`config.mk`:
```
export PLATFORM = sky130hd
export DESIGN_NAME = boag_addr_gen
export DESIGN_NICKNAME = d
export VERILOG_FILES = /design/src/common/boag_pkg.sv /design/src/core/boag_addr_gen.sv /design/src/core/boag_adder16.sv /design/src/core/boag_short_map.sv
export SDC_FILE = /design/constraint.sdc
export NUM_CORES = 1
export LEC_CHECK = 0
export BUFFER_PORTS_ARGS = -buffer_cell sky130_fd_sc_hd__buf_4
export CORE_ASPECT_RATIO = 1.2
export CORE_MARGIN = 1.5
export CORE_UTILIZATION = 56
export CTS_BUF_LIST = sky130_fd_sc_hd__clkbuf_8
export DETAILED_ROUTE_END_ITERATION = 12
export GPL_TIMING_DRIVEN = 0
export PLACE_DENSITY = 0.84
export RECOVER_POWER = 25
export SYNTH_ARGS = -nofsm -noshare
export SYNTH_HDL_FRONTEND = slang
export SYNTH_SLANG_ARGS = --single-unit
```
`constraint.sdc`:
```
create_clock -name clock -period 4.5 [get_ports clock]
set_input_delay 0.675 -clock clock [delete_from_list [all_inputs] [get_ports clock]]
set_output_delay 0.675 -clock clock [all_outputs]
set_load 0.02 [all_outputs]
```
`src/common/boag_pkg.sv`:
```
// constants and types for the branch and operand address generator
package boag_pkg;

  // ------------------------------------------------------------
  // branch target kinds
  // ------------------------------------------------------------
  typedef enum logic [2:0] {
    TGT_SEQ   = 3'h0,
    TGT_ABS   = 3'h1,
    TGT_TABLE = 3'h2,
    TGT_REG   = 3'h3,
    TGT_REL   = 3'h4,
    TGT_RET   = 3'h5
  } boag_branch_t;

  // ------------------------------------------------------------
  // operand address modes
  // ------------------------------------------------------------
  typedef enum logic [2:0] {
    OP_DIRECT  = 3'h0,
    OP_SHORT   = 3'h1,
    OP_SPECIAL = 3'h2,
    OP_INDIR   = 3'h3,
    OP_BASED   = 3'h4,
    OP_STACK   = 3'h5
  } boag_opmode_t;

  // ------------------------------------------------------------
  // stack operation kinds
  // ------------------------------------------------------------
  typedef enum logic [1:0] {
    STK_NONE = 2'h0,
    STK_PUSH = 2'h1,
    STK_POP  = 2'h2
  } boag_stack_t;

  // ------------------------------------------------------------
  // sequencer states, one-hot
  // ------------------------------------------------------------
  typedef enum logic [4:0] {
    ST_IDLE   = 5'h01,
    ST_PUSH_H = 5'h02,
    ST_PUSH_L = 5'h04,
    ST_TBL_L  = 5'h08,
    ST_TBL_H  = 5'h10
  } boag_state_t;

  // ------------------------------------------------------------
  // address map constants
  // ------------------------------------------------------------
  localparam logic [15:0] PC_RESET      = 16'h0000;
  localparam logic [15:0] STKPTR_RESET  = 16'hFF00;
  localparam logic [15:0] TABLE_BASE    = 16'h0040;
  localparam logic [15:0] SHORT_BASE_LO = 16'hFE00;
  localparam logic [7:0]  SHORT_SPLIT   = 8'h20;
  localparam logic [7:0]  SPECIAL_HIGH  = 8'hFF;
  localparam logic [7:0]  SHORT_HIGH_LO = 8'hFE;
  localparam logic [7:0]  SHORT_HIGH_HI = 8'hFF;
  localparam int          SHORT_BIT8    = 8;
  localparam int          REL_SIGN_BIT  = 7;
  localparam int          TBL_LSB       = 1;
  localparam int          TBL_MSB       = 5;

endpackage : boag_pkg

```
`src/core/boag_addr_gen.sv`:
```
// branch target and operand address generation for the 8-bit core
// ------------------------------------------------------------
// What this block does
// - absolute call or jump loads the 16-bit immediate target into the program counter.
// - a table call uses opcode bits 1..5 to pick an entry in 40H..7FH and loads it.
// - the register jump copies the accumulator pair into the program counter.
// - direct operands use the full 16-bit immediate address.
// - short direct reaches the 256-byte window FE20H..FF1FH from an 8-bit field.
// - short direct bit 8 is 0 for fields 20H..FFH and 1 for fields 00H..1FH.
// - special register addressing maps an 8-bit field onto FF00H..FFFFH.
// - a 3-bit field picks one of eight byte registers, a 2-bit field one of four pairs.
// - register indirect uses the second pointer pair or base pointer pair as address.
// - based addressing adds the zero-extended byte to the base pair, dropping carry.
// - push, pop and call address the stack via the stack pointer; return takes its target from the immediate field.
// - relative branches add a signed byte to the next instruction address.
// - without a branch the program counter advances by the bytes fetched.
// ------------------------------------------------------------
`timescale 1ns/100ps
module boag_addr_gen (
  clock,
  reset_n,
  instr_valid,
  instr_ready,
  instr_len,
  branch_kind,
  is_call,
  opcode,
  absolute_target_field,
  relative_displacement,
  operand_byte,
  op_mode,
  pair_select,
  reg_select,
  stack_op,
  stack_load,
  stack_load_value,
  accumulator_pair,
  second_pointer_pair,
  base_pointer_pair,
  mem_rdata,
  mem_req,
  mem_we,
  mem_addr,
  mem_wdata,
  operand_addr,
  byte_reg_index,
  pair_reg_index,
  program_counter,
  stack_pointer_reg
);
  input  wire logic                  clock;
  input  wire logic                  reset_n;
  input  wire logic                  instr_valid;
  output      logic                  instr_ready;
  input  wire logic [1:0]            instr_len;
  input  wire boag_pkg::boag_branch_t branch_kind;
  input  wire logic                  is_call;
  input  wire logic [7:0]            opcode;
  input  wire logic [15:0]           absolute_target_field;
  input  wire logic [7:0]            relative_displacement;
  input  wire logic [7:0]            operand_byte;
  input  wire boag_pkg::boag_opmode_t op_mode;
  input  wire logic                  pair_select;
  input  wire logic [2:0]            reg_select;
  input  wire boag_pkg::boag_stack_t stack_op;
  input  wire logic                  stack_load;
  input  wire logic [15:0]           stack_load_value;
  input  wire logic [15:0]           accumulator_pair;
  input  wire logic [15:0]           second_pointer_pair;
  input  wire logic [15:0]           base_pointer_pair;
  input  wire logic [7:0]            mem_rdata;
  output      logic                  mem_req;
  output      logic                  mem_we;
  output      logic [15:0]           mem_addr;
  output      logic [7:0]            mem_wdata;
  output      logic [15:0]           operand_addr;
  output      logic [7:0]            byte_reg_index;
  output      logic [1:0]            pair_reg_index;
  output      logic [15:0]           program_counter;
  output      logic [15:0]           stack_pointer_reg;

  import boag_pkg::*;

  // ------------------------------------------------------------
  // state
  // ------------------------------------------------------------
  boag_state_t state_reg;
  boag_state_t state_next;
  logic [15:0] pc_reg;
  logic [15:0] pc_next;
  logic [15:0] sptr_reg;
  logic [15:0] sptr_next;
  logic [15:0] ret_reg;
  logic [15:0] ret_next;
  logic [15:0] tgt_reg;
  logic [15:0] tgt_next;
  logic        tbl_reg;
  logic        tbl_next;
  logic [7:0]  lo_reg;
  logic [7:0]  lo_next;
  logic [15:0] opaddr_reg;
  logic [15:0] opaddr_next;
  logic [7:0]  breg_reg;
  logic [1:0]  preg_reg;
  logic [15:0] tbl_base_reg;

  // ------------------------------------------------------------
  // address arithmetic
  // ------------------------------------------------------------
  wire logic [15:0] seq_pc;
  wire logic [15:0] rel_pc;
  wire logic [15:0] based_addr;
  wire logic [15:0] short_addr;
  wire logic [15:0] special_addr;
  wire logic [15:0] table_addr;
  wire logic [15:0] table_addr_hi;
  wire logic [15:0] sptr_dec;
  wire logic [15:0] sptr_inc;
  wire logic [15:0] indir_addr;
  wire logic        idle;
  wire logic        take;
  wire logic        is_push_call;

  assign seq_pc       = pc_reg + {14'h0000, instr_len};
  assign table_addr   = TABLE_BASE + {10'h000, opcode[TBL_MSB:TBL_LSB], 1'b0};
  assign table_addr_hi = table_addr + 16'h0001;
  assign sptr_dec     = sptr_reg - 16'h0001;
  assign sptr_inc     = sptr_reg + 16'h0001;
  assign indir_addr   = pair_select ? base_pointer_pair : second_pointer_pair;
  assign idle         = (state_reg == ST_IDLE);
  assign take         = idle & instr_valid;
  assign is_push_call = is_call & ((branch_kind == TGT_ABS) | (branch_kind == TGT_TABLE));
  assign instr_ready  = idle;

  boag_adder16 u_rel_add (
    .base     (seq_pc),
    .offset   (relative_displacement),
    .sign_ext (1'b1),
    .sum      (rel_pc)
  );
  boag_adder16 u_based_add (
    .base     (base_pointer_pair),
    .offset   (operand_byte),
    .sign_ext (1'b0),
    .sum      (based_addr)
  );
  boag_short_map u_short (
    .field   (operand_byte),
    .special (1'b0),
    .addr    (short_addr)
  );
  boag_short_map u_special (
    .field   (operand_byte),
    .special (1'b1),
    .addr    (special_addr)
  );

  // ------------------------------------------------------------
  // operand effective address
  // ------------------------------------------------------------
  always_comb begin
    case (op_mode)
      OP_DIRECT:  opaddr_next = absolute_target_field;
      OP_SHORT:   opaddr_next = short_addr;
      OP_SPECIAL: opaddr_next = special_addr;
      OP_INDIR:   opaddr_next = indir_addr;
      OP_BASED:   opaddr_next = based_addr;
      OP_STACK:   opaddr_next = (stack_op == STK_POP) ? sptr_reg : sptr_dec;
      default:    opaddr_next = absolute_target_field;
    endcase
  end

  // ------------------------------------------------------------
  // sequencer: pushes return address, fetches table entries
  // ------------------------------------------------------------
  always_comb begin
    state_next = state_reg;
    pc_next    = pc_reg;
    sptr_next  = sptr_reg;
    ret_next   = ret_reg;
    tgt_next   = tgt_reg;
    tbl_next   = tbl_reg;
    lo_next    = lo_reg;
    case (state_reg)
      ST_IDLE: begin
        if (stack_load) begin
          sptr_next = stack_load_value;
        end
        if (take) begin
          ret_next = seq_pc;
          tgt_next = absolute_target_field;
          tbl_next = (branch_kind == TGT_TABLE);
          case (branch_kind)
            TGT_SEQ:   pc_next = seq_pc;
            TGT_ABS:   pc_next = is_call ? pc_reg : absolute_target_field;
            TGT_REG:   pc_next = accumulator_pair;
            TGT_REL:   pc_next = rel_pc;
            TGT_RET:   pc_next = absolute_target_field;
            TGT_TABLE: pc_next = pc_reg;
            default:   pc_next = seq_pc;
          endcase
          if (is_push_call) begin
            state_next = ST_PUSH_H;
          end else if (branch_kind == TGT_TABLE) begin
            state_next = ST_TBL_L;
          end
          if (!stack_load && (op_mode == OP_STACK)) begin
            if (stack_op == STK_PUSH) begin
              sptr_next = sptr_dec;
            end else if (stack_op == STK_POP) begin
              sptr_next = sptr_inc;
            end
          end
        end
      end
      ST_PUSH_H: begin
        sptr_next  = sptr_dec;
        state_next = ST_PUSH_L;
      end
      ST_PUSH_L: begin
        sptr_next = sptr_dec;
        if (tbl_reg) begin
          state_next = ST_TBL_L;
        end else begin
          pc_next    = tgt_reg;
          state_next = ST_IDLE;
        end
      end
      ST_TBL_L: begin
        lo_next    = mem_rdata;
        state_next = ST_TBL_H;
      end
      ST_TBL_H: begin
        pc_next    = {mem_rdata, lo_reg};
        state_next = ST_IDLE;
      end
      default: state_next = ST_IDLE;
    endcase
  end

  // table lookups read memory combinationally: data arrives the same cycle
  assign mem_req   = ~idle;
  assign mem_we    = (state_reg == ST_PUSH_H) | (state_reg == ST_PUSH_L);
  assign mem_addr  = (state_reg == ST_TBL_L) ? tbl_base_reg :
                     (state_reg == ST_TBL_H) ? tbl_base_reg + 16'h0001 :
                     sptr_dec;
  assign mem_wdata = (state_reg == ST_PUSH_H) ? ret_reg[15:8] : ret_reg[7:0];

  // ------------------------------------------------------------
  // registers
  // ------------------------------------------------------------
  always_ff @(posedge clock) begin
    if (!reset_n) begin
      state_reg <= ST_IDLE;
      pc_reg    <= PC_RESET;
      sptr_reg  <= STKPTR_RESET;
      ret_reg   <= 16'h0000;
      tgt_reg   <= 16'h0000;
      tbl_reg   <= 1'b0;
      lo_reg    <= 8'h00;
    end else begin
      state_reg <= state_next;
      pc_reg    <= pc_next;
      sptr_reg  <= sptr_next;
      ret_reg   <= ret_next;
      tgt_reg   <= tgt_next;
      tbl_reg   <= tbl_next;
      lo_reg    <= lo_next;
    end
  end

  always_ff @(posedge clock) begin
    if (!reset_n) begin
      opaddr_reg   <= 16'h0000;
      breg_reg     <= 8'h00;
      preg_reg     <= 2'h0;
      tbl_base_reg <= TABLE_BASE;
    end else if (take) begin
      opaddr_reg   <= opaddr_next;
      breg_reg     <= 8'h01 << reg_select;
      preg_reg     <= reg_select[2:1];
      tbl_base_reg <= table_addr;
    end
  end

  assign operand_addr      = opaddr_reg;
  assign byte_reg_index    = breg_reg;
  assign pair_reg_index    = preg_reg;
  assign program_counter   = pc_reg;
  assign stack_pointer_reg = sptr_reg;

  // ------------------------------------------------------------
  // checks
  // ------------------------------------------------------------
  AST_ABS_JUMP: assert property (@(posedge clock) disable iff (!reset_n)
    take && branch_kind == TGT_ABS && !is_call |=> pc_reg == $past(absolute_target_field))
    else $error("absolute jump target not loaded");
  AST_TABLE_FETCH: assert property (@(posedge clock) disable iff (!reset_n)
    idle && instr_valid && branch_kind == TGT_TABLE && !is_call
    |=> state_reg == ST_TBL_L ##1 state_reg == ST_TBL_H ##1 idle)
    else $error("table call sequence wrong");
  AST_TABLE_ADDR: assert property (@(posedge clock) disable iff (!reset_n)
    state_reg == ST_TBL_L |-> mem_addr >= 16'h0040 && mem_addr <= 16'h007E && !mem_addr[0])
    else $error("table entry address out of range");
  AST_REG_JUMP: assert property (@(posedge clock) disable iff (!reset_n)
    take && branch_kind == TGT_REG |=> pc_reg == $past(accumulator_pair))
    else $error("register jump target wrong");
  AST_SHORT_BIT8: assert property (@(posedge clock) disable iff (!reset_n)
    take && op_mode == OP_SHORT
    |=> operand_addr[SHORT_BIT8] == ($past(operand_byte) < 8'h20)
        && operand_addr[15:9] == 7'h7F)
    else $error("short direct bit 8 wrong");
  AST_BASED: assert property (@(posedge clock) disable iff (!reset_n)
    take && op_mode == OP_BASED
    |=> operand_addr == 16'($past(base_pointer_pair) + {8'h00, $past(operand_byte)}))
    else $error("based address wrong");
  AST_SEQ_PC: assert property (@(posedge clock) disable iff (!reset_n)
    take && branch_kind == TGT_SEQ |=> pc_reg == 16'($past(pc_reg) + $past(instr_len)))
    else $error("sequential pc advance wrong");
  AST_CALL_PUSH: assert property (@(posedge clock) disable iff (!reset_n)
    take && branch_kind == TGT_ABS && is_call
    |=> mem_we && mem_wdata == $past(seq_pc[15:8]) ##1 mem_we ##1
        pc_reg == $past(tgt_reg, 2))
    else $error("call push sequence wrong");
  AST_REL: assert property (@(posedge clock) disable iff (!reset_n)
    take && branch_kind == TGT_REL
    |=> pc_reg == 16'($past(seq_pc) + {{8{$past(relative_displacement[7])}},
                                     $past(relative_displacement)}))
    else $error("relative branch target wrong");

endmodule : boag_addr_gen

```
`src/core/boag_adder16.sv`:
```
// 16-bit wrapping adder with zero or sign extended byte operand
`timescale 1ns/100ps
module boag_adder16 (
  base,
  offset,
  sign_ext,
  sum
);
  input  wire logic [15:0] base;
  input  wire logic [7:0]  offset;
  input  wire logic        sign_ext;
  output      logic [15:0] sum;

  import boag_pkg::*;

  wire logic        fill_bit;
  wire logic [15:0] ext_offset;
  wire logic [16:0] full_sum;

  assign fill_bit   = sign_ext & offset[REL_SIGN_BIT];
  assign ext_offset = {{8{fill_bit}}, offset};
  assign full_sum   = {1'b0, base} + {1'b0, ext_offset};
  // carry out of bit 15 is dropped
  assign sum        = full_sum[15:0];

endmodule : boag_adder16

```
`src/core/boag_short_map.sv`:
```
// maps a one-byte operand field onto the short or special window
`timescale 1ns/100ps
module boag_short_map (
  field,
  special,
  addr
);
  input  wire logic [7:0]  field;
  input  wire logic        special;
  output      logic [15:0] addr;

  import boag_pkg::*;

  wire logic       low_field;
  wire logic [7:0] high_byte;

  assign low_field = (field < SHORT_SPLIT);
  // in the short window bit 8 is one only for fields below the split
  assign high_byte = special   ? SPECIAL_HIGH  :
                     low_field ? SHORT_HIGH_HI : SHORT_HIGH_LO;
  assign addr      = {high_byte, field};

endmodule : boag_short_map

```
==> impl_metrics.yaml <==
cts:
  htreeDepth: 3
  hold_buffers: 0
  cts_resized: 0
  cts_setup_buffers: 0
  worstSkewPairLatency_ps: 410
  clk_pin_slew_ps: 120
  cts_tree: "yes"
  clockBufferDepth: 2
  cts_num_sinks: 109
  clockRootBuffer: "clkbuf_8"
  numCtsBuffers: 9
worst_setup_path:
  start_kind: "flop"
  crit_arrival_ps: 3100
  crit_slowest_cell: "dfxtp_1"
  crit_family: "simple AND/OR/NAND/NOR gates"
  critical-path-max-stage-delay_ps: 460
  crit_fanout: 9
  worst-path-buf-inv: 2
  path_cells: "inv_1, ha_1, or3b_4, nor3_4, nand2_2, or3_4, xor2_1, nor2_1, buf_4"
  required_ps: 3830
  critPathKind: "reg -> out"
  cp-end-kind: "output port"
pwr:
  switching_share_pct: 48.6
  p_per_area_mw_per_mm2: 421
  internal_power_w: 0.00223
  clock_power_share_pct: 14.3
  p_leak_nw: 4.14
  total_power_w: 0.00433
  irDropWorstVdd_mv: 0.301
  pwr-share-comb_pct: 55.7
  p_sw_w: 0.00211
  pwr-share-seq_pct: 30.0
yosys:
  syn_nets: 1310
  synthArstFlopShare_pct: 0
  syn_area_mm2: 0.00850
  yosysTopAreaCellShare_pct: 25.7
  synth_edf_count: 0
  synth-seq-cells: 109
  yosys-top-cells-area: "dfxtp_1 (26%), a21oi_1 (7.7%), nand2_1 (6.3%)"
  yosys_most_used_dff: "dfxtp_1"
  syn_inst: 1146
  yosysSeqAreaShare_pct: 25.7
  synth_top_cell_by_area: "dfxtp_1"
  ys_types: 84
  yosys_warnings: 0
  avgSynthCellArea_um2: 7.42
timing:
  rsz0062_at_grt: "no"
  slew_viol_final: 0
  fin_crit_ps: 3770
  setup-violations-final: 0
  hold_viol_final: 0
  skew_ps: 15.2
  max_freq_mhz: 265
  slew-limit-headroom_pct: 9.48
  worst_slew_pin_slew_ps: 1350
  period_share_pct: 83.9
  setup_tns_ps: 0
floorplan:
  row_count: 49
  die-area_mm2: 0.0159
  die_h_um: 138
  core_area_mm2: 0.0149
  pin_count: 216
  start_util_pct: 57.1
  die_x_um: 115
placement:
  io_buffers: 204
  hpwl_mm: 26.5
  gp_congestion: 1.03
cells_and_area:
  area_growth_pct: 21.2
  final_util_pct: 69.1
  drive_above_1_share_pct: 17.1
  layout_commonest_cell: "buf_4"
  layout_common_cells: "buf_4 (160), nand2_1 (143), a21oi_1 (131)"
  fin_nets: 1525
  diodes: 0
grt:
  first_global_vias: 9093
  grt_first_pass_wirelength_mm: 49.7
  grt_max_degree: 21
  antenna_found_initial: 0
  grt_use_total_pct: 41.2
  grt-ovfl-total: 0
worst_hold_path:
  holdCritPathClass: "reg -> reg"
run:
  cap_violations: 0
detailed_routing:
  drc_errors: 0
  totalWireLength_mm: 33.9
  drt_iter0_drc: 1068
  route.vias.total: 10149
  vias_per_cell: 6.46
  drtAntennaViolNets: 0
  drt_first_pass_iters: 6
  wl_per_cell_um: 21.6
run_status:
  status: "completed"
[final timing paths]
path | start | endpoint | slack, ps | cells after the start
worst min-delay path | ret_reg[1] | ret_reg[1] | 460 | 2
worst max-delay path | stack_pointer_reg[0] | mem_addr[14] | 730 | 9
worst min register to register | ret_reg[1] | ret_reg[1] | 460 | 2
worst max register to register | program_counter[0] | program_counter[13] | 850 | 14
[power by group through the flow]
| stage | registers (W) | logic [W] | clock network, W |
|---|---|---|---|
| after floorplan | 0.00139 | 0.00142 | 0 |
| after detailed placement | 0.00131 | 0.00241 | 0 |
| after CTS | 0.00129 | 0.00242 | 0.000607 |
| after global routing | 0.00131 | 0.00256 | 0.000648 |
| final | 0.00130 | 0.00241 | 0.000620 |
| after global placement | 0.00131 | 0.00238 | 0 |
[cell usage after synthesis, drive strengths merged, types with 12 or more instances]
| cell type | n |
|---|---|
| a31oi | 16 |
| buf | 29 |
| xor2 | 24 |
| nand3 | 33 |
| o211ai | 19 |
| a21oi | 132 |
| o21ai | 67 |
| nand2 | 144 |
| inv | 27 |
| xnor2 | 44 |
| mux2 | 13 |
| nand2b | 14 |
| a22oi | 14 |
| ha | 30 |
| dfxtp | 109 |
| mux2i | 25 |
| a221oi | 14 |
| clkbuf | 58 |
| a211oi | 14 |
| nor2 | 99 |
| nor3 | 26 |
| and3 | 12 |
| nor4 | 13 |
| o22ai | 26 |
[worst min-delay path, stage by stage, from the launching register on]
cell	delay (ps)
dfxtp_1	330
nand2_1	50
a21oi_1	50
[area by class of cell]
cell class	instances	area [um2]
clock inverters	7	67.6
clock buffers	9	124
multi-input cells	922	5820
flip-flops and latches	109	2180
plain buffers	87	389
repair buffers	204	1350
fillers	1376	4600
inverters	28	106
well taps	204	255
[per-stage QoR]
step | std cells | hold WS [ps] | setup slack (ps) | instance area, um2
after floorplan | 1146 | 433 | 1090 | 8500
after global placement | 1554 | 441 | 560 | 10300
after detailed placement | 1554 | 446 | 482 | 10300
after CTS | 1570 | 463 | 744 | 10500
after global routing | 1570 | 487 | 632 | 10300
final | 1570 | 461 | 726 | 10300
[routing by layer]
layer / part of all wire, % / global-route usage, %
met5: 0 / 0
met4: 6.7 / 27.2
met3: 9.1 / 6.29
met2: 47 / 68.8
met1: 37 / 49.0
[kinds of logic after synthesis]
| group | share of synthesized area, % |
|---|---|
| AO/OA/AOI/OAI | 27.7 |
| multiplexers | 4.71 |
| adder cells (fa/ha/maj) | 5.12 |
| XOR/XNOR | 7.01 |
| AND/OR/NAND/NOR | 24.0 |
| buffers and inverters | 5.83 |
| flip-flops | 25.7 |
No activity file was read; power rests on OpenSTA's default activity.
